$ cat src/tmr_pkg.sv
// Package for the dual timer/counter unit: register offsets, field layouts, timing.
// Assumes a core that reaches the unit over a plain strobe register port.
package tmr_pkg;

	// ------------------------------------------------------------
	// Register map
	// ------------------------------------------------------------
	localparam logic [7:0] OFS_RUN_FLAG   = 8'h88;
	localparam logic [7:0] OFS_MODE_SEL   = 8'h89;
	localparam logic [7:0] OFS_CNT_LOW0   = 8'h8a;
	localparam logic [7:0] OFS_CNT_LOW1   = 8'h8b;
	localparam logic [7:0] OFS_CNT_HIGH0  = 8'h8c;
	localparam logic [7:0] OFS_CNT_HIGH1  = 8'h8d;
	localparam logic [7:0] OFS_IRQ_STATUS = 8'h90;
	localparam logic [7:0] OFS_IRQ_ENABLE = 8'h91;
	localparam logic [7:0] OFS_IRQ_CLEAR  = 8'h92;
	localparam logic [7:0] OFS_IRQ_ACK    = 8'h93;

	// ------------------------------------------------------------
	// Reset values
	// ------------------------------------------------------------
	localparam logic [7:0] RST_RUN_FLAG = 8'h00;
	localparam logic [7:0] RST_MODE_SEL = 8'h00;
	localparam logic [7:0] RST_COUNT    = 8'h00;
	localparam logic [3:0] RST_IRQ      = 4'h0;

	// ------------------------------------------------------------
	// Run/flag register bit positions
	// ------------------------------------------------------------
	localparam int BIT_OVF1  = 7;
	localparam int BIT_RUN1  = 6;
	localparam int BIT_OVF0  = 5;
	localparam int BIT_RUN0  = 4;
	localparam int BIT_EDGE1 = 3;
	localparam int BIT_TYPE1 = 2;
	localparam int BIT_EDGE0 = 1;
	localparam int BIT_TYPE0 = 0;

	// Interrupt status layout: ovf0, ovf1, edge0, edge1
	localparam int IRQ_OVF0  = 0;
	localparam int IRQ_OVF1  = 1;
	localparam int IRQ_EDGE0 = 2;
	localparam int IRQ_EDGE1 = 3;

	// ------------------------------------------------------------
	// Timing
	// ------------------------------------------------------------
	localparam int CLK_MHZ         = 250;
	localparam int CLKS_PER_PHASE  = 1;
	localparam int PHASES_PER_MC   = 12;
	localparam int CLKS_PER_MC     = CLKS_PER_PHASE * PHASES_PER_MC;
	localparam logic [3:0] SAMPLE_PHASE = 4'h9;   // Phase T10, zero based
	localparam logic [3:0] LAST_PHASE   = 4'hb;

	// Mode control half: gate, counter select, mode pair
	typedef struct packed {
		logic       gate;
		logic       counter_sel;
		logic       mode_bit_hi;
		logic       mode_bit_lo;
	} mode_half_type;

	typedef enum logic [1:0] {
		MODE_13BIT,
		MODE_16BIT,
		MODE_AUTO8,
		MODE_SPLIT
	} timer_mode_type;

	typedef struct packed {
		logic [7:0] addr;
		logic [7:0] wdata;
		logic       wr;
		logic       rd;
	} reg_req_type;

endpackage : tmr_pkg

$ cat src/dual_timer_counter_unit.sv
// Dual 16-bit timer/counter with external interrupt edge flags.
// Assumes one 250 MHz clock; a machine cycle is twelve clocks from an internal divider.
//
// What this block does
// - Timer operation advances the count once per machine cycle while enabled.
// - Counter operation counts falling edges of count pin, sampled at phase T10.
// - Edge needs two machine-cycle samples; source holds each level one machine cycle.
// - Mode pair selects 13-bit, 16-bit, 8-bit auto-reload or split mode.
// - Mode 0: five low bits prescale by 32 into the high byte.
// - Roll over to zero sets that timer's overflow flag.
// - Count only while run bit set and gate clear or irq pin high; the mode 3 high byte ignores the gate.
// - Mode 1 counts all sixteen bits with no prescaler.
// - Mode 2 reloads low byte from high byte on overflow; high byte kept.
// - Timer 1 stops when its mode bits are both one.
// - Counter select one means counter, zero timer; bit 6 and bit 2.
// - Mode register: timer 1 in bits 7..4, timer 0 in 3..0.
// - Overflow flags bits 7 and 5, cleared when the core acknowledges.
// - Software run bits 6 and 4 turn each timer on or off.
// - Edge flags bits 3 and 1 set on irq edge, cleared on acknowledge.
// - Type bits 2 and 0 select falling edge when set, low level when clear.
// - Mode 3: timer 0 bytes split; high byte uses timer 1 run and flag.
`timescale 1ns/1ns
module dual_timer_counter_unit (
	input  wire logic       clk_i,
	input  wire logic       sys_rst_i,
	input  wire logic [7:0] addr_i,
	input  wire logic [7:0] wdata_i,
	input  wire logic       wr_i,
	input  wire logic       rd_i,
	output logic      [7:0] rdata_o,
	input  wire logic       ext_irq_pin_zero_n_i,
	input  wire logic       ext_irq_pin_one_n_i,
	input  wire logic       count_input_zero_i,
	input  wire logic       count_input_one_i,
	input  wire logic       ack_ovf_zero_i,
	input  wire logic       ack_ovf_one_i,
	input  wire logic       ack_edge_zero_i,
	input  wire logic       ack_edge_one_i,
	output logic            ext_irq_req_zero_o,
	output logic            ext_irq_req_one_o,
	output logic            irq_o
);

	// ------------------------------------------------------------
	// Types and functions
	// ------------------------------------------------------------
	tmr_pkg::reg_req_type req;
	assign req = '{addr: addr_i, wdata: wdata_i, wr: wr_i, rd: rd_i};

	function automatic tmr_pkg::timer_mode_type mode_of(input tmr_pkg::mode_half_type h);
		mode_of = tmr_pkg::timer_mode_type'({h.mode_bit_hi, h.mode_bit_lo});
	endfunction : mode_of

	function automatic logic wr_hit(input tmr_pkg::reg_req_type r, input logic [7:0] ofs);
		wr_hit = r.wr && (r.addr == ofs);
	endfunction : wr_hit

	// ------------------------------------------------------------
	// Machine cycle divider
	// ------------------------------------------------------------
	logic [3:0] phase;
	logic       sample_en;
	logic       mc_en;

	always_ff @(posedge clk_i) begin
		if (sys_rst_i || phase == tmr_pkg::LAST_PHASE) begin
			phase <= 4'h0;
		end else begin
			phase <= phase + 4'h1;
		end
	end
	assign sample_en = (phase == tmr_pkg::SAMPLE_PHASE);
	assign mc_en     = (phase == tmr_pkg::LAST_PHASE);

	// ------------------------------------------------------------
	// Pin synchronisers: three flops, change counts when 2 and 3 agree
	// ------------------------------------------------------------
	logic [3:0] pin_s1;
	logic [3:0] pin_s2;
	logic [3:0] pin_s3;
	logic [3:0] pin_q;   // Filtered: irq1_n, irq0_n, cnt1, cnt0

	always_ff @(posedge clk_i) begin
		if (sys_rst_i) begin
			// Idle-high reset, so no false edge follows reset
			pin_s1 <= 4'hf;
			pin_s2 <= 4'hf;
			pin_s3 <= 4'hf;
			pin_q  <= 4'hf;
		end else begin
			pin_s1 <= {ext_irq_pin_one_n_i, ext_irq_pin_zero_n_i, count_input_one_i, count_input_zero_i};
			pin_s2 <= pin_s1;
			pin_s3 <= pin_s2;
			for (int i = 0; i < 4; i++) begin
				if (pin_s2[i] == pin_s3[i]) begin
					pin_q[i] <= pin_s3[i];
				end
			end
		end
	end

	// ------------------------------------------------------------
	// Once-per-machine-cycle samples at T10
	// ------------------------------------------------------------
	logic [3:0] samp;
	logic [3:0] samp_prev;

	always_ff @(posedge clk_i) begin
		if (sys_rst_i) begin
			samp      <= 4'hf;
			samp_prev <= 4'hf;
		end else if (sample_en) begin
			samp      <= pin_q;
			samp_prev <= samp;
		end
	end

	// One sample high then one low: two machine cycles per event
	logic cnt_fall0;
	logic cnt_fall1;
	logic irq_fall0;
	logic irq_fall1;
	assign cnt_fall0 = samp_prev[0] && !samp[0];
	assign cnt_fall1 = samp_prev[1] && !samp[1];
	assign irq_fall0 = samp_prev[2] && !samp[2];
	assign irq_fall1 = samp_prev[3] && !samp[3];

	// ------------------------------------------------------------
	// Registers
	// ------------------------------------------------------------
	logic [7:0] run_flag;
	logic [7:0] mode_sel;
	logic [7:0] count_low_byte_zero;
	logic [7:0] count_high_byte_zero;
	logic [7:0] count_low_byte_one;
	logic [7:0] count_high_byte_one;
	logic [3:0] irq_enable;

	tmr_pkg::mode_half_type half0;
	tmr_pkg::mode_half_type half1;
	tmr_pkg::timer_mode_type mode0;
	tmr_pkg::timer_mode_type mode1;
	assign half0 = mode_sel[3:0];
	assign half1 = mode_sel[7:4];
	assign mode0 = mode_of(half0);
	assign mode1 = mode_of(half1);

	// ------------------------------------------------------------
	// Count enables
	// ------------------------------------------------------------
	logic run0;
	logic run1;
	logic step0;
	logic step1;
	logic step_hi0;

	// Gate opens while the irq pin sits high, its idle level
	assign run0 = run_flag[tmr_pkg::BIT_RUN0] && (!half0.gate || samp[2]);
	assign run1 = run_flag[tmr_pkg::BIT_RUN1] && (!half1.gate || samp[3])
		&& mode1 != tmr_pkg::MODE_SPLIT;

	// Counter select picks the falling-edge tick, else every machine cycle
	assign step0 = run0 && (half0.counter_sel ? (mc_en && cnt_fall0) : mc_en);
	assign step1 = run1 && (half1.counter_sel ? (mc_en && cnt_fall1) : mc_en);
	// Split high byte always counts machine cycles under timer 1 run bit
	assign step_hi0 = run_flag[tmr_pkg::BIT_RUN1] && mc_en;

	// ------------------------------------------------------------
	// Next count values and overflow events
	// ------------------------------------------------------------
	logic [7:0] next_low0;
	logic [7:0] next_high0;
	logic [7:0] next_low1;
	logic [7:0] next_high1;
	logic       ovf0;
	logic       ovf1;

	function automatic logic [16:0] advance(input tmr_pkg::timer_mode_type m, input logic [7:0] lo,
		input logic [7:0] hi, input logic step);
		logic [5:0] pre;
		logic [8:0] hsum;
		logic [8:0] lsum;
		logic [16:0] full;
		pre  = {1'b0, lo[4:0]} + 6'h01;
		hsum = {1'b0, hi} + 9'h001;
		lsum = {1'b0, lo} + 9'h001;
		full = {1'b0, hi, lo} + 17'h00001;
		advance = {1'b0, hi, lo};
		if (step) begin
			case (m)
				tmr_pkg::MODE_13BIT: begin
					advance = {pre[5] && hsum[8], pre[5] ? hsum[7:0] : hi, lo[7:5], pre[4:0]};
				end
				tmr_pkg::MODE_16BIT: begin
					advance = full;
				end
				tmr_pkg::MODE_AUTO8: begin
					advance = {lsum[8], hi, lsum[8] ? hi : lsum[7:0]};
				end
				tmr_pkg::MODE_SPLIT: begin
					advance = {lsum[8], hi, lsum[7:0]};
				end
				default: begin
					advance = {1'b0, hi, lo};
				end
			endcase
		end
	endfunction : advance

	logic [16:0] adv0;
	logic [16:0] adv1;
	logic [8:0]  hi_split;
	assign adv0 = advance(mode0, count_low_byte_zero, count_high_byte_zero, step0);
	assign adv1 = advance(mode1, count_low_byte_one, count_high_byte_one, step1);
	assign hi_split = {1'b0, count_high_byte_zero} + 9'h001;

	always_comb begin
		next_low0  = adv0[7:0];
		next_high0 = adv0[15:8];
		next_low1  = adv1[7:0];
		next_high1 = adv1[15:8];
		ovf0       = adv0[16];
		ovf1       = adv1[16];
		if (mode0 == tmr_pkg::MODE_SPLIT) begin
			next_high0 = step_hi0 ? hi_split[7:0] : count_high_byte_zero;
			ovf1       = step_hi0 && hi_split[8];
		end
	end

	// ------------------------------------------------------------
	// Count registers: software write takes the cycle over counting
	// ------------------------------------------------------------
	always_ff @(posedge clk_i) begin
		if (sys_rst_i) begin
			count_low_byte_zero  <= tmr_pkg::RST_COUNT;
			count_high_byte_zero <= tmr_pkg::RST_COUNT;
			count_low_byte_one   <= tmr_pkg::RST_COUNT;
			count_high_byte_one  <= tmr_pkg::RST_COUNT;
		end else begin
			count_low_byte_zero  <= wr_hit(req, tmr_pkg::OFS_CNT_LOW0) ? req.wdata : next_low0;
			count_high_byte_zero <= wr_hit(req, tmr_pkg::OFS_CNT_HIGH0) ? req.wdata : next_high0;
			count_low_byte_one   <= wr_hit(req, tmr_pkg::OFS_CNT_LOW1) ? req.wdata : next_low1;
			count_high_byte_one  <= wr_hit(req, tmr_pkg::OFS_CNT_HIGH1) ? req.wdata : next_high1;
		end
	end

	always_ff @(posedge clk_i) begin
		if (sys_rst_i) begin
			mode_sel <= tmr_pkg::RST_MODE_SEL;
		end else if (wr_hit(req, tmr_pkg::OFS_MODE_SEL)) begin
			mode_sel <= req.wdata;
		end
	end

	// ------------------------------------------------------------
	// Run/flag register: hardware set wins over software or ack clear
	// ------------------------------------------------------------
	logic [7:0] next_run_flag;
	logic       edge_set0;
	logic       edge_set1;

	// Edge type latches falling edges; level type sets the flag while the pin samples low
	assign edge_set0 = run_flag[tmr_pkg::BIT_TYPE0] ? (mc_en && irq_fall0) : !samp[2];
	assign edge_set1 = run_flag[tmr_pkg::BIT_TYPE1] ? (mc_en && irq_fall1) : !samp[3];

	always_comb begin
		next_run_flag = run_flag;
		if (wr_hit(req, tmr_pkg::OFS_RUN_FLAG)) begin
			next_run_flag = req.wdata;
		end
		if (ack_ovf_zero_i) begin
			next_run_flag[tmr_pkg::BIT_OVF0] = 1'b0;
		end
		if (ack_ovf_one_i) begin
			next_run_flag[tmr_pkg::BIT_OVF1] = 1'b0;
		end
		if (ack_edge_zero_i) begin
			next_run_flag[tmr_pkg::BIT_EDGE0] = 1'b0;
		end
		if (ack_edge_one_i) begin
			next_run_flag[tmr_pkg::BIT_EDGE1] = 1'b0;
		end
		if (ovf0) begin
			next_run_flag[tmr_pkg::BIT_OVF0] = 1'b1;
		end
		if (ovf1) begin
			next_run_flag[tmr_pkg::BIT_OVF1] = 1'b1;
		end
		if (edge_set0) begin
			next_run_flag[tmr_pkg::BIT_EDGE0] = 1'b1;
		end
		if (edge_set1) begin
			next_run_flag[tmr_pkg::BIT_EDGE1] = 1'b1;
		end
	end

	always_ff @(posedge clk_i) begin
		if (sys_rst_i) begin
			run_flag <= tmr_pkg::RST_RUN_FLAG;
		end else begin
			run_flag <= next_run_flag;
		end
	end

	// ------------------------------------------------------------
	// Interrupt status, enable and clear
	// ------------------------------------------------------------
	logic [3:0] irq_status;
	logic [3:0] irq_events;
	assign irq_events = {edge_set1 && !run_flag[tmr_pkg::BIT_EDGE1], edge_set0 && !run_flag[tmr_pkg::BIT_EDGE0],
		ovf1, ovf0};

	always_ff @(posedge clk_i) begin
		if (sys_rst_i) begin
			irq_status <= tmr_pkg::RST_IRQ;
		end else begin
			// Event set beats a clear in the same cycle
			irq_status <= (irq_status & ~(wr_hit(req, tmr_pkg::OFS_IRQ_CLEAR) ? req.wdata[3:0] : 4'h0))
				| irq_events;
		end
	end

	always_ff @(posedge clk_i) begin
		if (sys_rst_i) begin
			irq_enable <= tmr_pkg::RST_IRQ;
		end else if (wr_hit(req, tmr_pkg::OFS_IRQ_ENABLE)) begin
			irq_enable <= req.wdata[3:0];
		end
	end

	always_ff @(posedge clk_i) begin
		if (sys_rst_i) begin
			irq_o              <= 1'b0;
			ext_irq_req_zero_o <= 1'b0;
			ext_irq_req_one_o  <= 1'b0;
		end else begin
			irq_o              <= |(next_irq_status() & irq_enable);
			ext_irq_req_zero_o <= next_run_flag[tmr_pkg::BIT_EDGE0];
			ext_irq_req_one_o  <= next_run_flag[tmr_pkg::BIT_EDGE1];
		end
	end

	function automatic logic [3:0] next_irq_status();
		next_irq_status = (irq_status & ~(wr_hit(req, tmr_pkg::OFS_IRQ_CLEAR) ? req.wdata[3:0] : 4'h0))
			| irq_events;
	endfunction : next_irq_status

	// ------------------------------------------------------------
	// Read port: data one cycle after the strobe, zero otherwise
	// ------------------------------------------------------------
	always_ff @(posedge clk_i) begin
		if (sys_rst_i || !req.rd) begin
			rdata_o <= 8'h00;
		end else begin
			case (req.addr)
				tmr_pkg::OFS_RUN_FLAG:   rdata_o <= run_flag;
				tmr_pkg::OFS_MODE_SEL:   rdata_o <= mode_sel;
				tmr_pkg::OFS_CNT_LOW0:   rdata_o <= count_low_byte_zero;
				tmr_pkg::OFS_CNT_HIGH0:  rdata_o <= count_high_byte_zero;
				tmr_pkg::OFS_CNT_LOW1:   rdata_o <= count_low_byte_one;
				tmr_pkg::OFS_CNT_HIGH1:  rdata_o <= count_high_byte_one;
				tmr_pkg::OFS_IRQ_STATUS: rdata_o <= {4'h0, irq_status};
				tmr_pkg::OFS_IRQ_ENABLE: rdata_o <= {4'h0, irq_enable};
				default:                 rdata_o <= 8'h00;
			endcase
		end
	end

endmodule : dual_timer_counter_unit

$ cat config.mk
export PLATFORM = sky130hd
export DESIGN_NAME = dual_timer_counter_unit
export DESIGN_NICKNAME = d
export VERILOG_FILES = /design/src/tmr_pkg.sv /design/src/dual_timer_counter_unit.sv
export SDC_FILE = /design/constraint.sdc
export NUM_CORES = 1
export LEC_CHECK = 0
export ABC_AREA = 0
export BUFFER_PORTS_ARGS = -buffer_cell sky130_fd_sc_hd__buf_4
export CORE_UTILIZATION = 65
export CTS_BUF_LIST = sky130_fd_sc_hd__clkbuf_16
export CTS_CLUSTER_DIAMETER = 120
export DETAILED_ROUTE_END_ITERATION = 12
export GPL_TIMING_DRIVEN = 0
export PLACE_DENSITY = 0.89
export RECOVER_POWER = 100
export SLEW_MARGIN = 20
export SYNTH_ARGS = -nofsm -noshare
export SYNTH_HDL_FRONTEND = slang
export SYNTH_SLANG_ARGS = --single-unit
$ cat constraint.sdc
create_clock -name clk_i -period 4.02 [get_ports clk_i]
set_clock_uncertainty 0.2 [all_clocks]
set_input_delay 0.603 -clock clk_i [delete_from_list [all_inputs] [get_ports clk_i]]
set_output_delay 0.603 -clock clk_i [all_outputs]
set_load 0.02 [all_outputs]
==> reports/results.ini <==
[synth]
synthDistinctLibCells=69
syn_avg_cell_area_um2=7.94
synth-adder-area-share=0.0166
synth_edf_count=0
synthMuxAreaShare=0.0647
syn_area_mm2=0.00528
synth_top_area_share=0.353
synthFlopType=dfxtp_1
async_reset_ff_frac=0
synthXorXnorAreaFrac=0.0199
yosys_register_bits=93
synth.net_count=700
synthTopCellsByArea=dfxtp_1 35%, a21oi_1 5.9%, nand2_1 5.1%
yosys_warnings=0
synth_top_family_by_area=simple AND/OR/NAND/NOR gates
synth-seq-area-share=0.353
synth-simple-area-share=0.264
synth_cells=665
synth_top_area_cell=dfxtp_1
synth_compound_area_frac=0.235

[hold_path]
hp-start=pin_s1[2]
min_path_type=flip-flop to flip-flop
hold_end=pin_s2[2]
holdPathStages=1

[worst_setup_path]
arrival_ns=3.27
required_ns=4.08
crit_type=flip-flop to flip-flop
crit_path_end_kind=flip-flop
cp_top_family=compound AO/OA/AOI/OAI gates
start_kind=flip-flop
r2r_end=count_high_byte_zero[7]
cp_num_cells=8
cpPeakStageDelay_ns=0.56
crit_buf_inv=1
path_cells=ha_1 -> and3b_1 -> buf_4 -> o2111ai_4 -> o21ai_0 -> a21oi_1 -> or4_1 -> a311oi_1
path_max_fanout=10
reg2reg_from=phase[0]
reg2reg_slack_ns=0.82
rr_worst_depth=8
critPathSlowestCell=or4_1

[flow_run]
max_cap_violations=0

[floorplanning]
start_util=0.676
die_h_um=92.1
ios=39
num_rows=32
fp.dieW_um=92.1
core_mm2=0.00781
die_area_mm2=0.00849

[cts]
clkTransAtPathRegs_ns=0.08
clock_latency_ns=0.35
cts_tree=built
root_buffer=clkbuf_16
clock_path_buffers=2
cts_setup_buffers=0
numClockSinks=93
h-tree-depth=3
cts_resized=0
numCtsBuffers=9
hold_buffers=0

[global_route]
grt_antenna_before_repair=0
track_usage=0.415
grt_max_degree=20
gr-total-overflow=0
grt_pass1_vias=5170
grt_pass1_wl_um=27000

[sta]
hold-worst-slack_ns=0.217
final_max_slew_viol_count=0
fin_crit_ns=3.20
worst_pin_slew_ns=1.05
fmax_mhz=312
relSlewSlack=0.290
period_share=0.797
rsz0062_at_grt=no
setup_viol=0
hold_viol_final=0
fin_setup_tns_ns=0

[final_layout]
nets=743
fill_cells=615
ff_latch_area_mm2=0.00186
syn_to_final_growth_pct=11.7
multi_input_area_mm2=0.00316
antenna_cells=0
layout-drive-gt1-share=0.101
fin_util=0.755

[detailed_routing]
antenna_left=0
drt-initial-drc-count=778
vias=5678
wl_um=17200
avgViaCountPerCell=6.97
wl_per_cell_um=21.0
drt-pass1-iter-count=7
route.detailed.drc=0

[placement]
port_buffers=32
place.gp.congestion=0.973
hpwl_um=12300

[power_and_ir_drop]
leakage_uw=0.00199
ir_drop_uv=259
p_per_area_mw_per_mm2=320

[outcome]
status=finished, final reports clean

[routing by layer]
| layer | wire length, um | track usage |
|---|---|---|
| met5 | 0 | 0 |
| met4 | 1070 | 0.240 |
| met3 | 2170 | 0.105 |
| met2 | 7290 | 0.623 |
| met1 | 6630 | 0.540 |
[layout make-up]
cell class | count | share of cell area
plain buffers | 45 | 0.0308
clock buffers | 9 | 0.0382
clock inverters | 7 | 0.0138
inverters | 17 | 0.0108
multi-input cells | 510 | 0.536
flip-flops and latches | 93 | 0.316
well taps | 102 | 0.0216
repair buffers | 32 | 0.0331
[logic make-up after synthesis]
logic type,Yosys count
compound gates,182
xor+xnor,12
fa+ha+maj,7
buf+inv,62
flops,93
mux,33
simple gates,276
[how the worst max path moves through the flow]
stage | from | end | slack, ns
floorplan | addr_i[6] | run_flag[3] | 1.33
global placement | addr_i[6] | run_flag[3] | 0.87
detailed placement | addr_i[6] | run_flag[3] | 0.85
CTS | addr_i[6] | run_flag[3] | 1.21
global route | phase[0] | count_high_byte_zero[7] | 0.68
finish | phase[0] | count_high_byte_zero[7] | 0.82
[Yosys cell counts (6+ instances only)]
| library cell | n |
|---|---|
| dfxtp_1 | 93 |
| nand2_1 | 72 |
| nor2_1 | 67 |
| a21oi_1 | 62 |
| clkbuf_1 | 30 |
| nand3_1 | 26 |
| mux2i_1 | 24 |
| inv_1 | 17 |
| nor3_1 | 17 |
| or2_2 | 16 |
| a211oi_1 | 15 |
| a22oi_1 | 15 |
| nand3b_1 | 15 |
| o21ai_0 | 15 |
| nand2b_1 | 10 |
| and3_1 | 9 |
| mux2_2 | 9 |
| nand4_1 | 8 |
| o22ai_1 | 8 |
| buf_2 | 7 |
| ha_1 | 7 |
| nor2b_1 | 7 |
| xnor2_1 | 7 |
| o211ai_1 | 6 |
| or3_1 | 6 |
[state kept, by name, summed over array words and instances (netlist names)]
register and flops:
count_low_byte_one 8, rdata_o 8, run_flag 8, count_high_byte_zero 8
pin_q 4, count_high_byte_one 8, irq_status 4, pin_s1 4
mode_sel 8, phase 4, pin_s3 4, irq_o 1
samp_prev 4, irq_enable 4, pin_s2 4, samp 4
count_low_byte_zero 8
[cells in the final DEF (no fill, tap or decap), types with 4 or more instances in the layout]
cell | synthesis | final
o21ai_0 | 15 | 17
nand3_1 | 26 | 26
a221oi_1 | 4 | 4
nand4_1 | 8 | 8
inv_1 | 17 | 17
and4_1 | 5 | 5
o211ai_1 | 6 | 6
buf_4 | 3 | 22
clkbuf_16 | 0 | 9
o22ai_1 | 8 | 8
xnor2_1 | 7 | 7
a22oi_1 | 15 | 15
nor2_1 | 67 | 68
o32ai_1 | 4 | 4
a22o_1 | 4 | 4
nand2_1 | 72 | 72
and3_1 | 9 | 9
clkbuf_1 | 30 | 46
or2_2 | 16 | 16
nand3b_1 | 15 | 15
ha_1 | 7 | 7
xor2_1 | 5 | 5
a211oi_1 | 15 | 15
a21oi_1 | 62 | 63
a311oi_1 | 4 | 4
or3_1 | 6 | 6
dfxtp_1 | 93 | 93
mux2_2 | 9 | 9
mux2i_1 | 24 | 24
nor3_1 | 17 | 16
nor2b_1 | 7 | 7
buf_1 | 5 | 5
o21bai_1 | 5 | 5
buf_2 | 7 | 4
nand2b_1 | 10 | 10
[stage by stage]
step | total power [uW] | area (um2) | cells | worst slack [ns]
final | 1890 | 5900 | 815 | 0.817
after detailed placement | 1050 | 5650 | 799 | 0.848
after CTS | 1890 | 5950 | 815 | 1.21
after global placement | 1050 | 5650 | 799 | 0.874
after floorplan | 1000 | 5280 | 665 | 1.33
after global routing | 1940 | 5900 | 815 | 0.680
[power by group]
group | leakage (uW) | internal [uW] | switching (uW)
Sequential | 0.000752 | 929 | 6.30
Combinational | 0.00108 | 35.5 | 63.2
Clock | 0.000149 | 442 | 411
Total | 0.00199 | 1410 | 481
Power figures use the tool's default switching activity.
